### src/uep_params.svh
// timing and size constants for the eprom programmer controller
`ifndef UEP_PARAMS_SVH
`define UEP_PARAMS_SVH
`define UEP_CLK_NS 25
`define UEP_SETUP_NS 10000
`define UEP_HOLD_NS 1000
`define UEP_READ_DELAY_NS 10000
`define UEP_ACCESS_NS 450
`define UEP_TOTAL_US 100000
`define UEP_PW_MIN_US 100
`define UEP_PW_MAX_US 1000
`define UEP_SETUP_CYC ((`UEP_SETUP_NS + `UEP_CLK_NS - 1) / `UEP_CLK_NS)
`define UEP_HOLD_CYC ((`UEP_HOLD_NS + `UEP_CLK_NS - 1) / `UEP_CLK_NS)
`define UEP_READ_DELAY_CYC ((`UEP_READ_DELAY_NS + `UEP_CLK_NS - 1) / `UEP_CLK_NS)
`define UEP_ACCESS_CYC ((`UEP_ACCESS_NS + `UEP_CLK_NS - 1) / `UEP_CLK_NS)
`define UEP_PW_DEFAULT_CYC ((`UEP_PW_MAX_US * 1000) / `UEP_CLK_NS)
`define UEP_LOOPS_DEFAULT 100
`define UEP_WORDS 1024
`define UEP_ADDR_W 10
`define UEP_CNT_W 16
`define UEP_LOOP_W 12
`define UEP_ZERO_BYTE 8'h00
`endif

### src/uep_pkg.sv
// types for the eprom programmer controller
`include "uep_params.svh"
package uep_pkg;
    typedef enum logic [3:0] {
        UEP_IDLE, UEP_RD_SETUP, UEP_RD_WAIT, UEP_PG_ENTER, UEP_PG_SETUP, UEP_PG_PULSE,
        UEP_PG_HOLD, UEP_PG_EXIT, UEP_PG_RECOVER
    } uep_state_e;
    // pins toward the memory
    typedef struct packed {
        logic [`UEP_ADDR_W-1:0] addr;
        logic [7:0] data;
        logic data_oe;
        logic select_n;
        logic select_program_high_level;
        logic program_pulse;
    } uep_pins_s;
    // whole controller state
    typedef struct packed {
        uep_state_e state;
        uep_pins_s pins;
        logic [`UEP_CNT_W-1:0] timer;
        logic [`UEP_LOOP_W-1:0] loop;
        logic [7:0] rdata;
        logic done;
    } uep_state_s;
endpackage

### src/uep_programmer.sv
// host controller that reads and programs a uv erasable byte-wide prom
`timescale 1ns/10ps
`default_nettype none
module uep_programmer import uep_pkg::*; #(
    parameter int WORDS = `UEP_WORDS,
    parameter int PULSE_CYC = `UEP_PW_DEFAULT_CYC,
    parameter int LOOPS = `UEP_LOOPS_DEFAULT,
    parameter int PW_MIN_CYC = (`UEP_PW_MIN_US * 1000) / `UEP_CLK_NS
) (
    input wire logic clk_in,
    input wire logic rst_in,
    input wire logic read_req_in,
    input wire logic [`UEP_ADDR_W-1:0] read_addr_in,
    input wire logic prog_req_in,
    input wire logic [7:0] image_data_in,
    output logic [`UEP_ADDR_W-1:0] image_addr_out,
    output logic [7:0] read_data_out,
    output logic busy_out,
    output logic done_out,
    output logic [`UEP_ADDR_W-1:0] mem_addr_out,
    output logic [7:0] mem_data_out,
    output logic mem_data_oe_out,
    input wire logic [7:0] mem_data_in,
    output logic mem_select_n_out,
    output logic select_program_high_level_out,
    output logic program_pulse_out
);
    // time-zero checks on the programming budget
    // words: 1024 or 512 for real parts, any smaller count serves a short bench run
    initial begin
        if (WORDS < 1 || WORDS > `UEP_WORDS) $error("word count out of range");
        if (PULSE_CYC < 1 || PULSE_CYC >= (1 << `UEP_CNT_W)) $error("pulse count out of range");
        if (PULSE_CYC < PW_MIN_CYC) $error("pulse shorter than the minimum width");
        if (LOOPS < 1 || LOOPS >= (1 << `UEP_LOOP_W)) $error("loop count out of range");
    end
    localparam logic [`UEP_CNT_W-1:0] PULSE_T = `UEP_CNT_W'(PULSE_CYC);
    localparam logic [`UEP_CNT_W-1:0] SETUP_T = `UEP_CNT_W'(`UEP_SETUP_CYC);
    localparam logic [`UEP_CNT_W-1:0] HOLD_T = `UEP_CNT_W'(`UEP_HOLD_CYC);
    localparam logic [`UEP_CNT_W-1:0] RDLY_T = `UEP_CNT_W'(`UEP_READ_DELAY_CYC);
    localparam logic [`UEP_CNT_W-1:0] ACC_T = `UEP_CNT_W'(`UEP_ACCESS_CYC);
    localparam logic [`UEP_LOOP_W-1:0] LAST_LOOP = `UEP_LOOP_W'(LOOPS - 1);
    localparam logic [`UEP_ADDR_W-1:0] LAST_ADDR = `UEP_ADDR_W'(WORDS - 1);
    uep_state_s cur; // registered state
    uep_state_s next_cur; // next state
    // sequence of one programming run
    // idle: a programming request wins over a read request
    // idle: the first address is zero and the loop count is zero
    // enter: the high program-enable level is raised
    // enter: the image byte for the current address is latched
    // enter: the data pins are driven toward the memory
    // setup: address, data and enable settle before the pulse
    // setup: the wait is a fixed count of clock cycles
    // pulse: the pulse pin stands high for the pulse count
    // pulse: address and data are not touched while it stands
    // hold: address and data stay after the pulse falls
    // hold: then the address steps on, or wraps to zero as the loop steps
    // exit: the high level falls first, the address later
    // exit: only after the hold time is the address moved
    // recover: the memory needs time before the first read
    // recover: done is pulsed once the wait is over
    //
    // sequence of one read
    // idle: the read address is taken with the request
    // idle: select is lowered, data pins are released
    // wait: the access time is counted in clock cycles
    // wait: the data pins are sampled when the count ends
    // wait: select rises again and done is pulsed
    //
    // hazards and limits
    // the image byte must be valid for the whole run
    // the image bus is read once per pulse, with no buffer
    // the loop count times pulse width is the caller's budget
    // a short pulse needs many more loops to reach the total
    // requests made while busy are dropped with no sign
    // the pulse pin is always driven low outside a pulse
    // a passive pull-down would let the pin creep upward
    // select stays high in programming so the memory never drives
    // the data pins are only driven while programming
    // a read never overlaps with the data pins driven
    //
    // timer use
    // one down-counter serves every wait of both sequences
    // a state does its work when the counter has run out
    // a load of n gives n idle cycles plus the working one
    // the pulse load is one less, so the pin stands n cycles
    //
    // loop use
    // the loop counter steps when the last address is passed
    // the run ends after the last address of the last loop
    // every pass sweeps all addresses in ascending order
    // no address sees a second pulse inside one pass
    //
    // done use
    // done is cleared by default on every cycle
    // it stands for exactly one cycle after each accepted request
    //
    // true when the address is the last one of a pass
    function automatic logic is_last_addr(input logic [`UEP_ADDR_W-1:0] a);
        return a == LAST_ADDR;
    endfunction
    // next-state logic
    always_comb begin
        next_cur = cur;
        next_cur.done = 1'b0;
        if (cur.timer != '0) begin
            next_cur.timer = cur.timer - 1'b1; // wait in place
        end else begin
            case (cur.state)
                UEP_IDLE: begin
                    if (prog_req_in) begin
                        next_cur.pins.addr = '0;
                        next_cur.loop = '0;
                        next_cur.pins.select_n = 1'b1; // keep memory off the data pins
                        next_cur.state = UEP_PG_ENTER;
                    end else if (read_req_in) begin
                        next_cur.pins.addr = read_addr_in;
                        next_cur.pins.select_n = 1'b0;
                        next_cur.pins.data_oe = 1'b0;
                        next_cur.timer = ACC_T;
                        next_cur.state = UEP_RD_WAIT;
                    end
                end
                UEP_RD_WAIT: begin
                    next_cur.rdata = mem_data_in;
                    next_cur.pins.select_n = 1'b1;
                    next_cur.done = 1'b1;
                    next_cur.state = UEP_IDLE;
                end
                UEP_PG_ENTER: begin
                    next_cur.pins.select_program_high_level = 1'b1;
                    next_cur.pins.data = image_data_in;
                    next_cur.pins.data_oe = 1'b1;
                    next_cur.timer = SETUP_T;
                    next_cur.state = UEP_PG_SETUP;
                end
                UEP_PG_SETUP: begin
                    next_cur.pins.program_pulse = 1'b1;
                    next_cur.timer = PULSE_T - 1'b1;
                    next_cur.state = UEP_PG_PULSE;
                end
                UEP_PG_PULSE: begin
                    next_cur.pins.program_pulse = 1'b0;
                    next_cur.timer = HOLD_T;
                    next_cur.state = UEP_PG_HOLD;
                end
                UEP_PG_HOLD: begin
                    if (is_last_addr(cur.pins.addr) && cur.loop == LAST_LOOP) begin
                        next_cur.pins.select_program_high_level = 1'b0;
                        next_cur.timer = HOLD_T;
                        next_cur.state = UEP_PG_EXIT;
                    end else begin
                        if (is_last_addr(cur.pins.addr)) begin
                            next_cur.pins.addr = '0;
                            next_cur.loop = cur.loop + 1'b1;
                        end else begin
                            next_cur.pins.addr = cur.pins.addr + 1'b1;
                        end
                        next_cur.state = UEP_PG_ENTER;
                    end
                end
                UEP_PG_EXIT: begin
                    next_cur.pins.data_oe = 1'b0;
                    next_cur.pins.addr = '0;
                    next_cur.timer = RDLY_T;
                    next_cur.state = UEP_PG_RECOVER;
                end
                UEP_PG_RECOVER: begin
                    next_cur.done = 1'b1;
                    next_cur.state = UEP_IDLE;
                end
                default: begin
                    next_cur.state = UEP_IDLE;
                end
            endcase
        end
    end
    // state register
    always_ff @(posedge clk_in or posedge rst_in) begin
        if (rst_in) begin
            cur <= '{state: UEP_IDLE, pins: '{addr: '0, data: `UEP_ZERO_BYTE, data_oe: 1'b0, select_n: 1'b1,
                     select_program_high_level: 1'b0, program_pulse: 1'b0},
                     timer: '0, loop: '0, rdata: `UEP_ZERO_BYTE, done: 1'b0};
        end else begin
            cur <= next_cur;
        end
    end
    // outputs
    assign image_addr_out = cur.pins.addr;
    assign read_data_out = cur.rdata;
    assign busy_out = (cur.state != UEP_IDLE);
    assign done_out = cur.done;
    assign mem_addr_out = cur.pins.addr;
    assign mem_data_out = cur.pins.data;
    assign mem_data_oe_out = cur.pins.data_oe;
    assign mem_select_n_out = cur.pins.select_n;
    assign select_program_high_level_out = cur.pins.select_program_high_level;
    assign program_pulse_out = cur.pins.program_pulse;
endmodule
`default_nettype wire

### config.mk
export PLATFORM = sky130hd
export DESIGN_NAME = uep_programmer
export DESIGN_NICKNAME = d
export VERILOG_FILES = /design/src/uep_pkg.sv /design/src/uep_programmer.sv
export VERILOG_INCLUDE_DIRS = /design/src
export SDC_FILE = /design/constraint.sdc
export NUM_CORES = 1
export LEC_CHECK = 0
export BUFFER_PORTS_ARGS = -buffer_cell sky130_fd_sc_hd__buf_4
export CAP_MARGIN = 20
export CORE_MARGIN = 2
export CORE_UTILIZATION = 25
export DETAILED_ROUTE_END_ITERATION = 8
export PLACE_DENSITY = 0.46
export SLEW_MARGIN = 20
export SYNTH_ARGS = -nofsm -noshare
export SYNTH_HDL_FRONTEND = slang
export SYNTH_SLANG_ARGS = --single-unit
### constraint.sdc
create_clock -name clk_in -period 2.3 [get_ports clk_in]
set_input_delay 0.46 -clock clk_in [delete_from_list [all_inputs] [get_ports clk_in]]
set_output_delay 0.46 -clock clk_in [all_outputs]
set_load 0.01 [all_outputs]
## Word-level counts from Yosys, hierarchy flattened

Cells that the tools add are included.

| storage, ports and cells | value |
|---|---|
| register bits after elaboration | 63 |
| input port bits | 30 |
| output and inout bits | 42 |
| word-level logic and storage cells | 83 |

| cells by class | value |
|---|---|
| add/subtract/negate cells | 3 |
| eq/ne operators | 19 |
| multiplexer cells | 26 |
| bitwise gates (word level) | 1 |
| reduce and logical (&&, ||, !) cells | 23 |

Operator list:

| cell | count |
|---|---|
| case mux 16 bit (5 select lines) | 1 |
| 2-to-1 mux 16 bit | 4 |
| 2-to-1 mux 12 bit | 3 |
| case mux 10 bit (3 select lines) | 1 |
| 2-to-1 mux 14 bit | 2 |
| case mux 12 bit (2 select lines) | 1 |
| case mux 4 bit (6 select lines) | 1 |
| 2-to-1 mux 10 bit | 2 |
| equality test 4 x 3 -> 1 bit (second input constant) | 4 |
| nonzero test 16 bit | 1 |
| subtractor 16 x 1 -> 16 bit (second input constant) | 1 |
| adder 12 x 1 -> 12 bit (second input constant) | 1 |
| equality test 12 x 7 -> 1 bit (second input constant) | 1 |
| inequality test 2 bit (second input constant) | 6 |
| inequality test 3 bit (second input constant) | 4 |
| AND reduction 4 bit | 3 |
| adder 10 x 1 -> 10 bit (second input constant) | 1 |
| equality test 10 bit (second input constant) | 1 |
| equality test 4 x 2 -> 1 bit (second input constant) | 2 |
| AND reduction 2 bit | 4 |
| nonzero test 2 bit | 4 |
| case mux 1 bit (2 select lines) | 3 |
| AND reduction 3 bit | 2 |
| nonzero test 3 bit | 2 |
| 12 further kinds | 17 |

## Depth between registers and ports, before layout

| depth | value |
|---|---|
| word-level depth | 5 |
| mapped depth | 8 |
| gate-level depth less buffers | 7 |

## Least setup slack after synthesis

Ideal clock, no wire load.

| timing path | value |
|---|---|
| kind | flip-flop to flip-flop |
| start | register cur[21] (netlist name) |
| end | register cur, in the netlist read_data_out[0] |
| library setup time | 0.125 ns |
| arrival time | 1.945 ns |
| data required time | 2.175 ns |
| slack | 0.230 ns |
| stages on the path, launching flop included | 7 |
| path buffers | 0 |
| period minus slack after synthesis | 2.070 ns |
| cell sequence | dfrtp_1 > inv_1 > ha_1 > nor4b_2 > nand4_2 > nor4b_4 > mux2_2 |

| between the ends | value |
|---|---|
| word-level cells in the longest chain between the ends | 3 |

RTL lines:

| what | line | source |
|---|---|---|
| start, declared | uep_programmer.sv:43 | `uep_state_s cur;` |
| start signal, assigned | uep_programmer.sv:180 | `` cur <= '{state: UEP_IDLE, pins: '{addr: '0, data: `UEP_ZERO_BYTE, data_oe: 1'b0, select_n: 1'b1, `` |
| start signal, assigned | uep_programmer.sv:184 | `cur <= next_cur;` |
| nonzero test 16 bit | uep_programmer.sv:105 | `if (cur.timer != '0) begin` |
| NOT 1 bit (no source line) | - |  |
| AND reduction 2 bit (no source line) | - |  |

Every way passes these cells.
A chain may end at the register's enable or synchronous reset.

## Final worst setup path

| timing path | value |
|---|---|
| start | register cur[21] (netlist name) |
| end | register cur, in the netlist read_data_out[1] |

Same word-level chain as after synthesis.

==> summary.md <==
| Metric | Value |
|---|---|
| Routed Antenna Nets | 0 |
| CTS tree | built |
| DR vias/cell | ~4.9 |
| DR WL/cell | roughly 15 um |
| Remaining global-route overflow | 0 |
| Placeable Area | 14500 um2 |
| # rows | 44 |
| Fraction of registers with async set/reset | 1.00 |
| Setup TNS | 0 ns |
| Data arrival, critical path | 2.35 ns |
| Status | complete, no violations |
| Final min period | 2.13 ns |
| CTS root buf | clkbuf_16 |
| Number of enable flip-flop cells after synthesis | 0 |
| # diodes | 0 |
| Initial Utilization | 0.254 |
| DIE AREA | 15700 um2 |
| Largest net degree at the start of global routing | 64 |
| Final setup vio count | 0 |
| CTS Buffer Depth | 2 |
| Most frequent cell after synthesis | dfrtp_1 |
| Slew Limit Fails | 0 |
| I/O pins | 72 |
| Largest cells by area after synthesis | dfrtp_1 42%, buf_4 7.3%, mux2_2 5.2% |
| Yosys cell types | 58 |
| Worst-Skew Late Latency | 0.34 ns |
| Crit-path max FO | 8 |
| Post-route clock skew | 0.00795 ns |
| Area grow syn2layout | 26.6% |
| Clock Sinks | 63 |
| Tcrit/Tclk final | 0.927 |
| Reg-to-reg critical path startpoint | cur[21] |
| Warnings, synthesis | 0 |
| Reg2reg setup slack | 0.17 ns |
| Mapped Area | 3680 um2 |
| Max rail drop VDD | 0.000288 V |
| Synth Net Count | between 400 and 500 |
| Worst r2r dst | read_data_out[1] |
| Clk slew on worst S/H paths | 0.05 ns |
| CTS Buf Count | 9 |
| Worst r2r path cells | 7 |
| Highest Clock Rate | 0.469 GHz |
| Place WS | -0.0171 ns |
| Synthesized flop and latch total | 63 |
| Ys flop type | dfrtp_1 |
| Detailed Route WL | 9.68 mm |
| Seq/Total Area, Yosys | 0.429 |
| Average size of a mapped cell | 9.34 um2 |
| Cell taking the most area after synthesis | dfrtp_1 |
| Detail Placement HPWL | around 7 mm |
| Share of the synthesized area in the top cell type | 0.422 |
| Final WS setup | 0.167 ns |
| Layout cells sized above 1 | 0.319 |
| Synth cell count leaders | 62 x dfrtp_1, 38 x nor2_1, 36 x buf_4 |
| DRT Pass-1 Iters | 5 |
| Req. time, crit path | 2.52 ns |
| Final count of hold timing violations | 0 |
| Initial DRC count | 201 |
| First-pass GRT wire length | about 16 mm |
| H-tree depth | 3 |
| Max-cap violations | 0 |
| Mapped Cells | 394 |
| Layout Utilization | 0.322 |
| RSZ-0062 raised after global routing | no |
| CP endpoint kind | flop |
| Die W | approximately 130 um |
| DRC | 0 |
| All-Layer GR Usage | 0.128 |
| Fill count | 1517 |
| Leak Pwr | 2.06 nW |
| Initial antenna violation count | 0 |
| NumNets Final | 487 |
| Max-slew headroom | 0.548 |
| Number of global-route vias before repair | 3067 |
| Via count | a little over 3000 |
| Die Y | 125 um |
| Port bufs | 71 |
| CP Launch Type | flop |
| Pwr Density | 748 nW/um2 |
| Hold WC Path Type | input port to async pin |
| Worst Setup Path Type | flop to flop |
| RePlAce Congestion | between 0.7 and 0.8 |
| Slew @ Worst Pin | 0.678 ns |
power by group:
group          internal (mW)  switching [mW]
clock network          0.863           0.495
registers               1.27           0.220
logic                  0.317           0.323
cell families (layout without fill, tap and decap cells):
family          after synthesis  count (layout)  share of synthesized area
xor+xnor                      8               8                     0.0190
fa+ha+maj                     4               4                     0.0136
flops                        63              63                      0.429
compound gates              101             101                      0.164
buf+inv                      60             124                      0.101
simple gates                140             140                      0.218
mux                          18              18                     0.0551
layer usage:
layer | routed length [um] | track usage | vias up
li1 | - | - | 1520
met1 | 4490 | 0.169 | 1507
met2 | 4500 | 0.193 | 72
met3 | 472 | 0.0342 | 15
met4 | 222 | 0.0634 | 0
met5 | 0 | 0 | -
metrics by stage:
step	instances	power [mW]	hold WS [ns]	area, um2
2_1_floorplan	394	1.89	0.446	3680
3_3_place_gp	625	2.08	0.471	4320
3_5_place_dp	625	2.10	0.477	4320
4_1_cts	641	3.50	0.211	4620
5_1_grt	642	3.69	0.229	4660
6_report	642	3.48	0.190	4660
critical path: stages (launching register included):
cell	delay, ns
dfrtp_1	0.39
inv_1	0.11
ha_1	0.17
nor4b_4	0.27
nand4_4	0.21
nor4b_4	0.33
buf_6	0.19
mux2_2	0.34
cells in the final DEF (no fill, tap or decap), types with 3 or more instances in the layout:
cell type  instances
buf_4             98
clkinv_2           3
xor2_1             6
inv_1              7
mux2_2            17
and2_1             7
nor4_4             3
a211oi_1           5
nor3_1            10
o21ai_1            3
nand2_1           23
and4_1             5
nor2b_1            4
dfrtp_1           62
ha_1               4
a21oi_1           31
a31oi_1            5
and3_1             5
clkbuf_16          9
o31ai_1           10
nor4_1             8
nor2_1            38
o21ai_0           31
nand4_1            3
nand3_1           16
worst max path at each step:
stage | endpoint | startpoint | slack [ns]
floorplan | read_data_out[0] | cur[21] | 0.23
global placement | read_data_out[0] | cur[33] | 0.05
detailed placement | image_addr_out[9] | cur[32] | -0.02
CTS | read_data_out[1] | cur[21] | 0.002
global route | cur[11] | cur[22] | 0.01
finish | read_data_out[1] | cur[21] | 0.17
area by class of cell:
type	count	area, um2	share of cell area
Timing Repair Buffer	100	767	0.165
Clock inverter	4	45.0	0.00967
Inverter	8	30.0	0.00644
Clock buffer	12	246	0.0529
Tap cell	184	230	0.0494
Sequential cell	63	1580	0.339
Multi-Input combinational cell	271	1760	0.378
registers in the layout, indices dropped and copies added (netlist names):
name	count
select_program_high_level_out	1
cur	32
done_out	1
image_addr_out	10
mem_data_oe_out	1
program_pulse_out	1
mem_data_out	8
mem_select_n_out	1
read_data_out	8
timing repair:
| item | 4_1_cts | 5_1_grt |
|---|---|---|
| hold buffers | 0 | 0 |
| pin swaps | 0 | 2 |
| buffers inserted | 0 | 1 |
| resized for setup | 2 | 5 |
| endpoints found under the setup margin | 14 | 28 |
No activity file was read; power rests on OpenSTA's default activity.
